[config.mk]
export PLATFORM = sky130hd
export DESIGN_NAME = adc_result_formatter
export DESIGN_NICKNAME = d
export VERILOG_FILES = /design/src/rtl/adcf_pkg.sv /design/src/rtl/adc_result_formatter.sv /design/src/rtl/conv_sequencer.sv /design/src/rtl/result_packer.sv
export VERILOG_INCLUDE_DIRS = /design/src /design/src/rtl
export SDC_FILE = /design/constraint.sdc
export NUM_CORES = 1
export LEC_CHECK = 0
export BUFFER_PORTS_ARGS = -buffer_cell sky130_fd_sc_hd__buf_4
export CORE_AREA = 4 4 99 101
export CTS_BUF_LIST = sky130_fd_sc_hd__clkbuf_2 sky130_fd_sc_hd__clkbuf_4 sky130_fd_sc_hd__clkbuf_8
export DETAILED_ROUTE_END_ITERATION = 8
export DIE_AREA = 0 0 103 105
export GPL_TIMING_DRIVEN = 0
export HOLD_SLACK_MARGIN = 0.03
export PLACE_DENSITY = 0.57
export SKIP_CTS_REPAIR_TIMING = 1
export SLEW_MARGIN = 20
export SYNTH_ARGS = -nofsm -noshare
export SYNTH_HDL_FRONTEND = slang
export SYNTH_SLANG_ARGS = --single-unit
[constraint.sdc]
create_clock -name aclk -period 2.7 [get_ports aclk]
set_input_delay 0.135 -clock aclk [delete_from_list [all_inputs] [get_ports aclk]]
set_output_delay 0.135 -clock aclk [all_outputs]
set_load 0.005 [all_outputs]
[src/rtl/adcf_defs.svh]
// offsets, field positions, reset values and bus answers of the result formatter
// Notes on behaviour
// - layout 0: result bits 11..4 go to high byte, msb at bit 7
// - layout 0: result bits 3..0 go to low byte bits 7..4
// - layout 0: low byte bits 3..1 are written as zero on each conversion
// - layout 0: low byte bit 0 holds the result sign
// - layout 1: high byte bits 7..4 all carry the sign, zero for a negative zero
// - layout 1: result bits 11..8 go to high byte bits 3..0
// - layout 1: result bits 7..0 fill the whole low byte
// - both result bytes are read/write, unreset, kept across all resets
// - select 1 gives two's complement, select 0 sign and magnitude
// - writing 1 to the status bit starts; hardware clears it when done
`ifndef ADCF_DEFS_SVH
`define ADCF_DEFS_SVH

`define ADCF_CTRL_OFF    4'h0
`define ADCF_HIGH_OFF    4'h4
`define ADCF_LOW_OFF     4'h8

`define ADCF_EN_BIT      0
`define ADCF_GO_BIT      1
`define ADCF_CHS_LSB     2
`define ADCF_CHS_MSB     6
`define ADCF_FMT_BIT     7
`define ADCF_WRITE_LANE  0

`define ADCF_CTRL_RST    8'h00
`define ADCF_CHS_RST     5'h00
`define ADCF_RESP_OKAY   2'h0
`define ADCF_RESP_SLVERR 2'h2

`endif

[src/rtl/adcf_pkg.sv]
// types shared by the result formatter files
package adcf_pkg;

  typedef logic [1:0] axi_resp_type;

  typedef enum logic [1:0] {
    ST_IDLE = 2'b01,
    ST_BUSY = 2'b10
  } conv_state_type;

endpackage : adcf_pkg

[src/rtl/adc_result_formatter.sv]
// register block and bus slave of the 12-bit result formatter
//
// The implementer's own choices: the register offsets and register access over AXI4-Lite.
`timescale 1ns/1ps
`include "adcf_defs.svh"

module adc_result_formatter #(
  parameter int ADDR_W      = 4,
  parameter int RESULT_BITS = 12
) (
  input  wire logic                   aclk,
  input  wire logic                   aresetn,
  input  wire logic [ADDR_W-1:0]      awaddr,
  input  wire logic                   awvalid,
  output logic                        awready,
  input  wire logic [31:0]            wdata,
  input  wire logic [3:0]             wstrb,
  input  wire logic                   wvalid,
  output logic                        wready,
  output adcf_pkg::axi_resp_type      bresp,
  output logic                        bvalid,
  input  wire logic                   bready,
  input  wire logic [ADDR_W-1:0]      araddr,
  input  wire logic                   arvalid,
  output logic                        arready,
  output logic      [31:0]            rdata,
  output adcf_pkg::axi_resp_type      rresp,
  output logic                        rvalid,
  input  wire logic                   rready,
  output logic                        converter_enable,
  output logic      [4:0]             channel_select,
  output logic                        conv_start,
  input  wire logic                   conv_done,
  input  wire logic [RESULT_BITS-1:0] conv_magnitude,
  input  wire logic                   conv_sign
);
  import adcf_pkg::*;

  if (ADDR_W < 4) begin : g_bad_addr
    $error("ADDR_W must be at least 4");
  end
  if (RESULT_BITS != 12) begin : g_bad_width
    $error("RESULT_BITS must be 12");
  end

  // write channel state
  logic               aw_got_q, aw_got_d;
  logic [ADDR_W-1:0]  aw_addr_q, aw_addr_d;
  logic               w_got_q, w_got_d;
  logic [31:0]        w_data_q, w_data_d;
  logic [3:0]         w_strb_q, w_strb_d;
  logic               bvalid_q, bvalid_d;
  axi_resp_type       bresp_q, bresp_d;

  // read channel state
  logic               rvalid_q, rvalid_d;
  logic [31:0]        rdata_q, rdata_d;
  axi_resp_type       rresp_q, rresp_d;

  // control and result state
  logic               en_q, en_d;
  logic [4:0]         chs_q, chs_d;
  logic               fmt_q, fmt_d;
  logic [7:0]         high_q, high_d;
  logic [7:0]         low_q, low_d;

  logic               aw_fire;
  logic               w_fire;
  logic               ar_fire;
  logic               do_write;
  logic [ADDR_W-1:0]  wr_addr;
  logic [31:0]        wr_data;
  logic               wr_lane;
  logic               wr_ctrl;
  logic               wr_high;
  logic               wr_low;
  logic               wr_mapped;
  logic               rd_mapped;
  logic               start_req;
  logic               busy;
  logic               conv_take;
  logic [7:0]         pk_high;
  logic [7:0]         pk_low;

  assign awready  = !aw_got_q && !bvalid_q;
  assign wready   = !w_got_q && !bvalid_q;
  assign arready  = !rvalid_q;
  assign aw_fire  = awvalid && awready;
  assign w_fire   = wvalid && wready;
  assign ar_fire  = arvalid && arready;
  assign do_write = (aw_got_q || aw_fire) && (w_got_q || w_fire);
  assign wr_addr  = aw_got_q ? aw_addr_q : awaddr;
  assign wr_data  = w_got_q ? w_data_q : wdata;
  assign wr_lane  = w_got_q ? w_strb_q[`ADCF_WRITE_LANE] : wstrb[`ADCF_WRITE_LANE];

  always_comb begin
    wr_mapped = (wr_addr == ADDR_W'(`ADCF_CTRL_OFF)) ||
                (wr_addr == ADDR_W'(`ADCF_HIGH_OFF)) ||
                (wr_addr == ADDR_W'(`ADCF_LOW_OFF));
    rd_mapped = (araddr == ADDR_W'(`ADCF_CTRL_OFF)) ||
                (araddr == ADDR_W'(`ADCF_HIGH_OFF)) ||
                (araddr == ADDR_W'(`ADCF_LOW_OFF));
    wr_ctrl   = do_write && wr_lane && (wr_addr == ADDR_W'(`ADCF_CTRL_OFF));
    wr_high   = do_write && wr_lane && (wr_addr == ADDR_W'(`ADCF_HIGH_OFF));
    wr_low    = do_write && wr_lane && (wr_addr == ADDR_W'(`ADCF_LOW_OFF));
  end

  // address and data are taken in either order; the answer follows both
  always_comb begin
    aw_got_d  = aw_got_q;
    aw_addr_d = aw_addr_q;
    w_got_d   = w_got_q;
    w_data_d  = w_data_q;
    w_strb_d  = w_strb_q;
    bvalid_d  = bvalid_q;
    bresp_d   = bresp_q;
    if (aw_fire) begin
      aw_got_d  = 1'b1;
      aw_addr_d = awaddr;
    end
    if (w_fire) begin
      w_got_d  = 1'b1;
      w_data_d = wdata;
      w_strb_d = wstrb;
    end
    if (do_write) begin
      aw_got_d = 1'b0;
      w_got_d  = 1'b0;
      bvalid_d = 1'b1;
      bresp_d  = wr_mapped ? `ADCF_RESP_OKAY : `ADCF_RESP_SLVERR;
    end else if (bvalid_q && bready) begin
      bvalid_d = 1'b0;
    end
  end

  always_ff @(posedge aclk) begin
    if (!aresetn) begin
      aw_got_q  <= 1'b0;
      aw_addr_q <= '0;
      w_got_q   <= 1'b0;
      w_data_q  <= 32'h0000_0000;
      w_strb_q  <= 4'h0;
      bvalid_q  <= 1'b0;
      bresp_q   <= `ADCF_RESP_OKAY;
    end else begin
      aw_got_q  <= aw_got_d;
      aw_addr_q <= aw_addr_d;
      w_got_q   <= w_got_d;
      w_data_q  <= w_data_d;
      w_strb_q  <= w_strb_d;
      bvalid_q  <= bvalid_d;
      bresp_q   <= bresp_d;
    end
  end

  // control register: enable, channel, layout select, start request
  always_comb begin
    en_d      = en_q;
    chs_d     = chs_q;
    fmt_d     = fmt_q;
    start_req = 1'b0;
    if (wr_ctrl) begin
      en_d      = wr_data[`ADCF_EN_BIT];
      chs_d     = wr_data[`ADCF_CHS_MSB:`ADCF_CHS_LSB];
      fmt_d     = wr_data[`ADCF_FMT_BIT];
      start_req = wr_data[`ADCF_GO_BIT];
    end
  end

  always_ff @(posedge aclk) begin
    if (!aresetn) begin
      en_q  <= 1'((`ADCF_CTRL_RST) >> `ADCF_EN_BIT);
      chs_q <= `ADCF_CHS_RST;
      fmt_q <= 1'((`ADCF_CTRL_RST) >> `ADCF_FMT_BIT);
    end else begin
      en_q  <= en_d;
      chs_q <= chs_d;
      fmt_q <= fmt_d;
    end
  end

  // writing 0 to the status bit does not abort; only clearing enable does
  conv_sequencer u_seq (
    .aclk       (aclk),
    .aresetn    (aresetn),
    .start_req  (start_req),
    .enable     (en_d),
    .conv_done  (conv_done),
    .busy       (busy),
    .conv_start (conv_start),
    .conv_take  (conv_take)
  );

  result_packer #(
    .RESULT_BITS (RESULT_BITS)
  ) u_pack (
    .result_format_select (fmt_q),
    .magnitude            (conv_magnitude),
    .result_sign          (conv_sign),
    .high_byte            (pk_high),
    .low_byte             (pk_low)
  );

  // completion beats a software write to the same byte in the same cycle
  always_comb begin
    high_d = high_q;
    low_d  = low_q;
    if (wr_high) begin
      high_d = wr_data[7:0];
    end
    if (wr_low) begin
      low_d = wr_data[7:0];
    end
    if (conv_take) begin
      high_d = pk_high;
      low_d  = pk_low;
    end
  end

  // no reset on purpose: contents survive every reset, unknown at power-up
  always_ff @(posedge aclk) begin
    high_q <= high_d;
    low_q  <= low_d;
  end

  always_comb begin
    rvalid_d = rvalid_q;
    rdata_d  = rdata_q;
    rresp_d  = rresp_q;
    if (ar_fire) begin
      rvalid_d = 1'b1;
      rresp_d  = rd_mapped ? `ADCF_RESP_OKAY : `ADCF_RESP_SLVERR;
      rdata_d  = 32'h0000_0000;
      if (araddr == ADDR_W'(`ADCF_CTRL_OFF)) begin
        rdata_d[`ADCF_EN_BIT]                 = en_q;
        rdata_d[`ADCF_GO_BIT]                 = busy;
        rdata_d[`ADCF_CHS_MSB:`ADCF_CHS_LSB]  = chs_q;
        rdata_d[`ADCF_FMT_BIT]                = fmt_q;
      end else if (araddr == ADDR_W'(`ADCF_HIGH_OFF)) begin
        rdata_d[7:0] = high_q;
      end else if (araddr == ADDR_W'(`ADCF_LOW_OFF)) begin
        rdata_d[7:0] = low_q;
      end
    end else if (rvalid_q && rready) begin
      rvalid_d = 1'b0;
    end
  end

  always_ff @(posedge aclk) begin
    if (!aresetn) begin
      rvalid_q <= 1'b0;
      rdata_q  <= 32'h0000_0000;
      rresp_q  <= `ADCF_RESP_OKAY;
    end else begin
      rvalid_q <= rvalid_d;
      rdata_q  <= rdata_d;
      rresp_q  <= rresp_d;
    end
  end

  assign bvalid           = bvalid_q;
  assign bresp            = bresp_q;
  assign rvalid           = rvalid_q;
  assign rdata            = rdata_q;
  assign rresp            = rresp_q;
  assign converter_enable = en_q;
  assign channel_select   = chs_q;

  // expected two's complement value, independent of the packer
  logic [11:0] exp_twos;
  logic        exp_neg;
  assign exp_neg  = conv_sign && (conv_magnitude != 12'h000);
  assign exp_twos = exp_neg ? 12'(~conv_magnitude + 12'h001) : conv_magnitude;
endmodule : adc_result_formatter

[src/rtl/conv_sequencer.sv]
// conversion status flag: start on software request, clear on completion
`timescale 1ns/1ps
`include "adcf_defs.svh"

module conv_sequencer (
  input  wire logic aclk,
  input  wire logic aresetn,
  input  wire logic start_req,
  input  wire logic enable,
  input  wire logic conv_done,
  output logic      busy,
  output logic      conv_start,
  output logic      conv_take
);
  import adcf_pkg::*;

  conv_state_type state_q, state_d;
  logic           start_q, start_d;

  always_comb begin
    state_d = state_q;
    start_d = 1'b0;
    case (state_q)
      ST_IDLE: begin
        if (start_req && enable) begin
          state_d = ST_BUSY;
          start_d = 1'b1;
        end
      end
      ST_BUSY: begin
        if (!enable) begin
          state_d = ST_IDLE;
        end else if (conv_done) begin
          state_d = ST_IDLE;
        end
        // a new start in the completion cycle wins over the clear
        if (enable && conv_done && start_req) begin
          state_d = ST_BUSY;
          start_d = 1'b1;
        end
      end
      default: state_d = ST_IDLE;
    endcase
  end

  always_ff @(posedge aclk) begin
    if (!aresetn) begin
      state_q <= ST_IDLE;
      start_q <= 1'b0;
    end else begin
      state_q <= state_d;
      start_q <= start_d;
    end
  end

  assign busy       = (state_q == ST_BUSY);
  assign conv_start = start_q;
  assign conv_take  = (state_q == ST_BUSY) && conv_done && enable;
endmodule : conv_sequencer

[src/rtl/result_packer.sv]
// places magnitude and sign into the two result bytes for either layout
`timescale 1ns/1ps
`include "adcf_defs.svh"

module result_packer #(
  parameter int RESULT_BITS = 12
) (
  input  wire logic                   result_format_select,
  input  wire logic [RESULT_BITS-1:0] magnitude,
  input  wire logic                   result_sign,
  output logic      [7:0]             high_byte,
  output logic      [7:0]             low_byte
);
  import adcf_pkg::*;

  if (RESULT_BITS != 12) begin : g_bad_width
    $error("result_packer serves only a 12-bit result");
  end

  logic [11:0] twos;
  logic        neg;

  always_comb begin
    // a negative zero must not turn into -4096
    neg  = result_sign && (magnitude != 12'h000);
    twos = neg ? 12'(~magnitude + 12'h001) : magnitude;
    if (result_format_select) begin
      high_byte = {{4{neg}}, twos[11:8]};
      low_byte  = twos[7:0];
    end else begin
      high_byte = magnitude[11:4];
      low_byte  = {magnitude[3:0], 3'b000, result_sign};
    end
  end

endmodule : result_packer

==> results of run 1 <==
-- state kept, by name (all words and copies together), names as in the netlist, 2 cells and up --
name,flops
w_data_q,8
rdata,8
channel_select,5
aw_addr_q,4
u_seq.state_q,2
high_q,8
low_q,8
-- final timing paths --
kind | slack, ns | start | end | cells past startpoint
max | 0.11 | w_got_q$_SDFFE_PP0P_ | low_q[3]$_DFFE_PP_ | 7
min | 0.07 | awaddr[0] | aw_addr_q[0]$_SDFFE_PN0P_ | 3
max reg2reg | 0.11 | w_got_q$_SDFFE_PP0P_ | low_q[3]$_DFFE_PP_ | 7
min reg2reg | 0.46 | w_data_q[2]$_SDFFE_PN0P_ | w_data_q[2]$_SDFFE_PN0P_ | 2
-- metrics by stage --
| stage | cells | hold slack (ns) | utilization |
|---|---|---|---|
| 6_report | 541 | 0.06529 | 0.4259 |
| 5_1_grt | 541 | 0.05901 | 0.4259 |
| 4_1_cts | 540 | -0.009084 | 0.4244 |
| 3_5_place_dp | 532 | 0.3230 | 0.4117 |
| 3_3_place_gp | 532 | 0.3231 | 0.4117 |
| 2_1_floorplan | 365 | 0.2340 | - |
-- cell type report --
class                   instances  area share
clock buffers                   5     0.01791
inverters                      14     0.01368
clock inverters                 3     0.01205
repair buffers                 58      0.1140
flip-flops and latches         53      0.3178
plain buffers                  42     0.07489
multi-input cells             255      0.4135
well taps                     111     0.03614
-- report_power, final --
group	switching (mW)	internal (mW)
clock	0.280	0.278
combinational	0.258	0.254
sequential	0.0369	0.872
-- cells in the final DEF, fill, tap and decap left out, types with 2 or more instances in the layout --
| master | synthesis | layout |
|---|---|---|
| clkbuf_1 | 12 | 12 |
| or4_1 | 2 | 2 |
| nand2b_1 | 3 | 3 |
| nor2_1 | 38 | 38 |
| mux2i_1 | 43 | 43 |
| a211oi_1 | 7 | 7 |
| or3_1 | 8 | 8 |
| clkbuf_8 | 0 | 5 |
| nor3_1 | 4 | 4 |
| o22ai_1 | 3 | 3 |
| nor3b_1 | 2 | 2 |
| a31o_2 | 3 | 3 |
| and2_1 | 3 | 3 |
| buf_6 | 2 | 2 |
| nand3_1 | 2 | 2 |
| a22oi_1 | 8 | 8 |
| buf_4 | 26 | 83 |
| a21oi_1 | 17 | 17 |
| edfxtp_1 | 16 | 16 |
| inv_1 | 14 | 14 |
| or2_2 | 3 | 3 |
| or3b_2 | 2 | 2 |
| dfxtp_1 | 37 | 37 |
| conb_1 | 1 | 26 |
| nor2b_1 | 2 | 2 |
| xnor2_1 | 6 | 6 |
| ha_1 | 3 | 3 |
| nand2_1 | 32 | 32 |
| o31ai_1 | 3 | 3 |
| o21ai_0 | 15 | 15 |
-- cells by family (layout without fill, tap and decap cells) --
kind of cell             Yosys count  in the layout  share of synthesized area
AO/OA/AOI/OAI                     66             66                     0.1398
XOR/XNOR                           6              6                    0.01717
adder cells (fa/ha/maj)            3              3                    0.01227
buffers and inverters             57            122                     0.1124
flip-flops                        53             53                     0.3990
multiplexers                      44             44                     0.1455
other                              1             26                   0.001225
AND/OR/NAND/NOR                  110            110                     0.1725
-- cells in the mapped netlist (3+ instances only) --
cell,n
nand2b_1,3
edfxtp_1,16
o21ai_0,15
xnor2_1,6
buf_4,26
a22oi_1,8
a21oi_1,17
inv_1,14
nor2_1,38
nor3_1,4
o31ai_1,3
ha_1,3
a31o_2,3
o22ai_1,3
and2_1,3
clkbuf_1,12
dfxtp_1,37
or3_1,8
or2_2,3
mux2i_1,43
a211oi_1,7
nand2_1,32
-- worst max-delay path: cells and delay by family, from the launching register on --
kind                   cells  cell delay, ns
AOI/OAI and AO/OA          1            0.37
DFF                        1            0.71
buffers and inverters      3            0.49
and+or+nand+nor            3            0.75
-- metal layers --
layer / vias up / share of wire / GRT usage
met2: 78 / 0.48 / 0.2223
met5: - / 0 / 0
met3: 9 / 0.049 / 0.02270
li1: 1324 / - / -
met4: 0 / 0.014 / 0.03423
met1: 1152 / 0.46 / 0.1822
==> metrics.log, run 1 <==
INFO  metric place_area = 3714 um2
INFO  metric critPathCaptureType = register
INFO  metric multi_input_area = between 1500 and 2000 um2
INFO  metric gpl.final_weighted_congestion = between 0.8 and 0.9
INFO  metric clock_sinks = 53
INFO  metric yosys-top-cells-area = dfxtp_1, edfxtp_1, mux2i_1
INFO  metric final_hold_viol_count = 0
INFO  metric fin_tns_setup = 0 ns
INFO  metric hold_class = in2reg
INFO  metric final_area = 3842 um2
INFO  metric clkTransAtPathRegs = approximately 0.11 ns
INFO  metric average_wire_length_per_cell_after_detail_routing = 14.07 um
INFO  metric worstPathMaxFanout = 12
INFO  metric skew = roughly 0.013 ns
INFO  metric antennaDiodeCount = 0
INFO  metric dr_vias = 2563
INFO  metric cp.required = ~2.8 ns
INFO  metric initial_core_util = 0.3393
INFO  metric critPathLaunchType = register
INFO  metric final_max_slew_viol_count = 0
INFO  metric synth-edff-count = 16
INFO  metric outcome = complete, no violations
INFO  metric min_period_over_period = 0.9595
INFO  metric grt_pass1_wl = 11.81 mm
INFO  metric path_cells = inv_1 -> a222oi_1 -> buf_4 -> nand3_1 -> and3_1 -> buf_6 -> or2_2
INFO  metric routed_wl = 7.612 mm
INFO  metric grt_pass1_vias = 2448
INFO  metric fin_nets = between 400 and 500
INFO  metric crit_path_max_incr_delay = 0.71 ns
INFO  metric power.ir.vdd_worst = 0.0002153 V
INFO  metric area_growth_syn_to_layout = 25.55%
INFO  metric detailedRoute.firstPassIterationCount = 4
INFO  metric synth_seq_area_share = 0.3990
INFO  metric drt-initial-drc-count = 101
INFO  metric cts_root_buf = clkbuf_8
INFO  metric maxSlewHeadroom = 0.3306
INFO  metric placeableCoreArea = 9021 um2
INFO  metric gr-usage-all-layers = 0.1352
INFO  metric port_buffers = 56
INFO  metric period_minus_slack = about 2.6 ns
INFO  metric ys.warnings.count = 0
INFO  metric ff_latch_area = 1221 um2
INFO  metric ant_nets = 0
INFO  metric timing.critical_path.arrival = 2.64 ns
INFO  metric number_of_drc_violations_after_detailed_routing = 0
INFO  metric synthDistinctLibCells = 52
INFO  metric ios = 113
INFO  metric globalRouteOverflowTotal = 0
INFO  metric powerDensity = just over 500 nW/um2
INFO  metric clk_path_buf_depth = 2
INFO  metric synth.ff_latch_count = 53
INFO  metric largest_net_degree_at_the_start_of_global_routing = 18
INFO  metric fillers = 922
INFO  metric via_per_inst = 4.738
INFO  metric tightest_slew = ~1.0 ns
INFO  metric clock_tree_from_tritoncts = yes
INFO  metric max_freq = 386.0 MHz
INFO  metric die_area = 10820 um2
INFO  metric final_worst_slack = 0.1093 ns
INFO  metric total_power = 1.979 mW
INFO  metric post-place-ws = -0.1801 ns
INFO  metric most_used_dff_post_synth = dfxtp_1
INFO  metric antenna_found_initial = 0
INFO  metric clock_insertion_delay_worst_skew = 0.31 ns
INFO  metric timing.final.setup_violations = 0
INFO  metric drive_gt1_frac = 0.2488
INFO  metric hpwlAfterDp = around 5.9 mm
INFO  metric synth_async_sr_flop_share = 0
INFO  metric power.static_leakage = 1.606 nW
INFO  metric critical_path_class = reg2reg
INFO  metric numCtsBuffers = 5
INFO  metric core.rowCount = 35
INFO  metric die-height = 105 um
INFO  metric synth.cell_area = 3060 um2
INFO  metric die_w = between 100 and 150 um
INFO  metric critPathSlowestCell = dfxtp_1
INFO  metric synth_top_cell_area_share = 0.2420
INFO  metric h-tree-depth = 2
INFO  metric synth.avg_cell_area = 9.001 um2
INFO  metric drv_cap = 0
INFO  metric synthCells = 340
INFO  metric synthDominantAreaCellType = dfxtp_1
(Power assumes the default switching activity.)
==> inputs of run 2 (changes only) <==
--- a/config.mk
+++ b/config.mk
@@ -6,14 +6,17 @@
 export SDC_FILE = /design/constraint.sdc
 export NUM_CORES = 1
 export LEC_CHECK = 0
+export ABC_AREA = 1
 export BUFFER_PORTS_ARGS = -buffer_cell sky130_fd_sc_hd__buf_4
 export CORE_AREA = 4 4 99 101
 export CTS_BUF_LIST = sky130_fd_sc_hd__clkbuf_2 sky130_fd_sc_hd__clkbuf_4 sky130_fd_sc_hd__clkbuf_8
+export CTS_CLUSTER_SIZE = 14
 export DETAILED_ROUTE_END_ITERATION = 8
 export DIE_AREA = 0 0 103 105
 export GPL_TIMING_DRIVEN = 0
 export HOLD_SLACK_MARGIN = 0.03
 export PLACE_DENSITY = 0.57
+export RECOVER_POWER = 100
 export SKIP_CTS_REPAIR_TIMING = 1
 export SLEW_MARGIN = 20
 export SYNTH_ARGS = -nofsm -noshare
==> run 2 against run 1 <==
  * Global-route usage rose by 1.5 points
  * Final cell count rose by 17%
  * Register-to-register slack improved by 0.23 ns
  * Clock power decreased by 19%
  * Via count up 14%
  * Hold slack got worse by 0.012 ns
  * Highest routed layer unchanged
==> metrics.log, run 2 <==
INFO  metric area_growth_syn_to_layout = 24.40%
INFO  metric hpwlAfterDp = between 6 and 7 mm
INFO  metric core.rowCount = 35
INFO  metric ys.warnings.count = 0
INFO  metric detailedRoute.firstPassIterationCount = 4
INFO  metric crit_path_max_incr_delay = 0.38 ns
INFO  metric initial_core_util = 0.3405
INFO  metric via_per_inst = approximately 4.6
INFO  metric average_wire_length_per_cell_after_detail_routing = between 10 and 15 um
INFO  metric critical_path.n_buffers_inverters = 2
INFO  metric critical_path.startpoint = bvalid$_SDFFE_PN0P_
INFO  metric clkTransAtPathRegs = approximately 0.11 ns
INFO  metric antennaDiodeCount = 0
INFO  metric hold_class = in2reg
INFO  metric p_clk_frac = 0.243
INFO  metric most_used_dff_post_synth = dfxtp_1
INFO  metric yosys-top-cells-area = dfxtp_1, edfxtp_1, nand2_1
INFO  metric h-tree-depth = 2
INFO  metric outcome = complete, no violations
INFO  metric power.share.switching = 0.3178
INFO  metric fin_nets = 589
INFO  metric critical_path_class = reg2reg
INFO  metric setup_repair_after_global_routing_missed_its_margin = no
INFO  metric clk_path_buf_depth = 2
INFO  metric final_cell_mix = nand2_1, o21ai_0, buf_4
INFO  metric synth_top_cell_area_share = 0.2411
INFO  metric place_area = ~3800 um2
INFO  metric tightest_slew = 0.9699 ns
INFO  metric drv_cap = 0
INFO  metric final_hold_viol_count = 0
INFO  metric placeableCoreArea = about 9000 um2
INFO  metric power.ir.vdd_worst = 0.0001898 V
INFO  metric p_int = 1.274 mW
INFO  metric maxSlewHeadroom = 0.3484
INFO  metric synthCells = 429
INFO  metric antenna_found_initial = 0
INFO  metric ios = roughly 110
INFO  metric synth-edff-count = 16
INFO  metric number_of_drc_violations_after_detailed_routing = 0
INFO  metric worst_hold_startpoint = bready
INFO  metric die-height = 105 um
INFO  metric power.static_leakage = 1.849 nW
INFO  metric final_area = 3821 um2
INFO  metric period_minus_slack = 2.356 ns
INFO  metric routed_wl = 7.891 mm
INFO  metric clock_tree_from_tritoncts = yes
INFO  metric path_cells = o21bai_1 -> nand2_1 -> nor2_8 -> nand3_1 -> nand2_2 -> nand2_4 -> buf_4 -> o41ai_2 -> buf_2
INFO  metric synth_async_sr_flop_share = 0
INFO  metric die_area = between 10000 and 15000 um2
INFO  metric globalRouteOverflowTotal = 0
INFO  metric numCtsBuffers = 5
INFO  metric total_power = roughly 1.9 mW
INFO  metric gr-usage-all-layers = 0.1499
INFO  metric p_sw = approximately 0.59 mW
INFO  metric powerDensity = 488.8 nW/um2
INFO  metric critPathSlowestCell = dfxtp_1
INFO  metric dr_vias = 2925
INFO  metric fin_tns_setup = 0 ns
INFO  metric crit-reg2reg-launch = bvalid$_SDFFE_PN0P_
INFO  metric clock_sinks = 53
INFO  metric synthTopCellsByCount = nand2_1, o21ai_0, inv_1
INFO  metric largest_net_degree_at_the_start_of_global_routing = 18
INFO  metric critPathLaunchType = register
INFO  metric global_route.usage.met1 = 0.2075
INFO  metric die_w = just over 100 um
INFO  metric synth_seq_area_share = 0.3976
INFO  metric synthDominantAreaCellType = dfxtp_1
INFO  metric synth.avg_cell_area = approximately 7 um2
INFO  metric grtUsageMet3 = 0.02203
INFO  metric cts_root_buf = clkbuf_8
INFO  metric ant_nets = 0
INFO  metric timing.critical_path.arrival = about 2.4 ns
INFO  metric final_max_slew_viol_count = 0
INFO  metric critPathCaptureType = register
INFO  metric synthDistinctLibCells = 34
INFO  metric synth.cell_area = 3072 um2
INFO  metric seq_power_share = 0.490
INFO  metric grt_pass1_wl = 13.07 mm
INFO  metric synth.ff_latch_count = between 50 and 60
INFO  metric gpl.final_weighted_congestion = 0.8902
INFO  metric drt-initial-drc-count = ~130
INFO  metric timing.final.setup_violations = 0
INFO  metric grt_use_met2 = 0.2411
INFO  metric cpLargestDelayFamily = simple AND/OR/NAND/NOR gates
INFO  metric worstPathMaxFanout = 10
INFO  metric top_usage_layer = met2
INFO  metric skew = about 0.018 ns
INFO  metric synth_most_common_cell = nand2_1
INFO  metric p_comb_frac = 0.267
INFO  metric port_buffers = 59
INFO  metric clock_insertion_delay_worst_skew = between 0.3 and 0.4 ns
INFO  metric cp.required = about 2.7 ns
INFO  metric drive_gt1_frac = 0.1973
INFO  metric layout.cells.most_common = nand2_1
INFO  metric max_freq = 424.4 MHz
INFO  metric min_period_over_period = 0.8728
INFO  metric grt_pass1_vias = 2762
==> run 2: cell count changes in the layout (fill, tap and decap cells not counted), moves of 18 or more <==
cell      previous run  this run
nand2_1             32       107
inv_1               14        51
mux2i_1             43         0
o21ai_0             15        65
a21oi_1             17        39
clkbuf_4             0        18
buf_4               83        64
==> run 2: layout make-up <==
type	instances	area (um2)
plain buffers	36	240.2
clock buffers	5	68.82
repair buffers	60	429.2
clock inverters	3	22.52
well taps	111	138.9
flip-flops and latches	53	1221
fillers	955	5200
inverters	52	197.7
multi-input cells	313	1503
==> run 2: cell families after synthesis <==
group | Yosys count | synth area share
and+or+nand+nor | 165 | 0.2350
other | 1 | 0.001221
AOI/OAI and AO/OA | 115 | 0.2000
buffers and inverters | 88 | 0.1426
adders and majority gates | 3 | 0.01222
DFF | 53 | 0.3976
xor gates and xnor gates | 4 | 0.01140
==> run 2: worst min-delay path, stage by stage <==
cell,delay [ns]
buf_4,0.07
inv_1,0.03
nand2_1,0.04
a21oi_1,0.05
==> run 2: worst paths after layout <==
path                                     to  slack (ns)  depth (start not counted)
setup reg to reg         low_q[6]$_DFFE_PP_        0.34                          9
hold / removal          bvalid$_SDFFE_PN0P_        0.05                          4
hold reg to reg   aw_addr_q[3]$_SDFFE_PN0P_        0.46                          2
setup / recovery         low_q[6]$_DFFE_PP_        0.34                          9
==> run 2: stage by stage <==
step           hold slack, ns  setup slack, ns    util  instances
2_1_floorplan          0.2733           0.5965       -        454
3_3_place_gp           0.3916          0.06636  0.4154        624
3_5_place_dp           0.3936           0.4979  0.4168        625
4_1_cts               0.04287           0.4571  0.4269        633
5_1_grt               0.05989           0.1789  0.4236        633
6_report              0.05334           0.3436  0.4236        633
==> run 2: routing by layer <==
layer | wire length (um) | part of all wire
met5 | 0 | 0
met4 | 97 | 0.012
met3 | 568 | 0.072
met2 | 3602 | 0.46
met1 | 3624 | 0.46
==> run 2: power by group through the flow <==
stage | combinational [mW] | clock [mW] | sequential (mW)
after floorplan | 0.344 | 0 | 0.930
after global placement | 0.494 | 0 | 0.933
after detailed placement | 0.508 | 0 | 0.935
after CTS | 0.511 | 0.470 | 0.917
after global routing | 0.573 | 0.502 | 0.923
final | 0.499 | 0.454 | 0.916
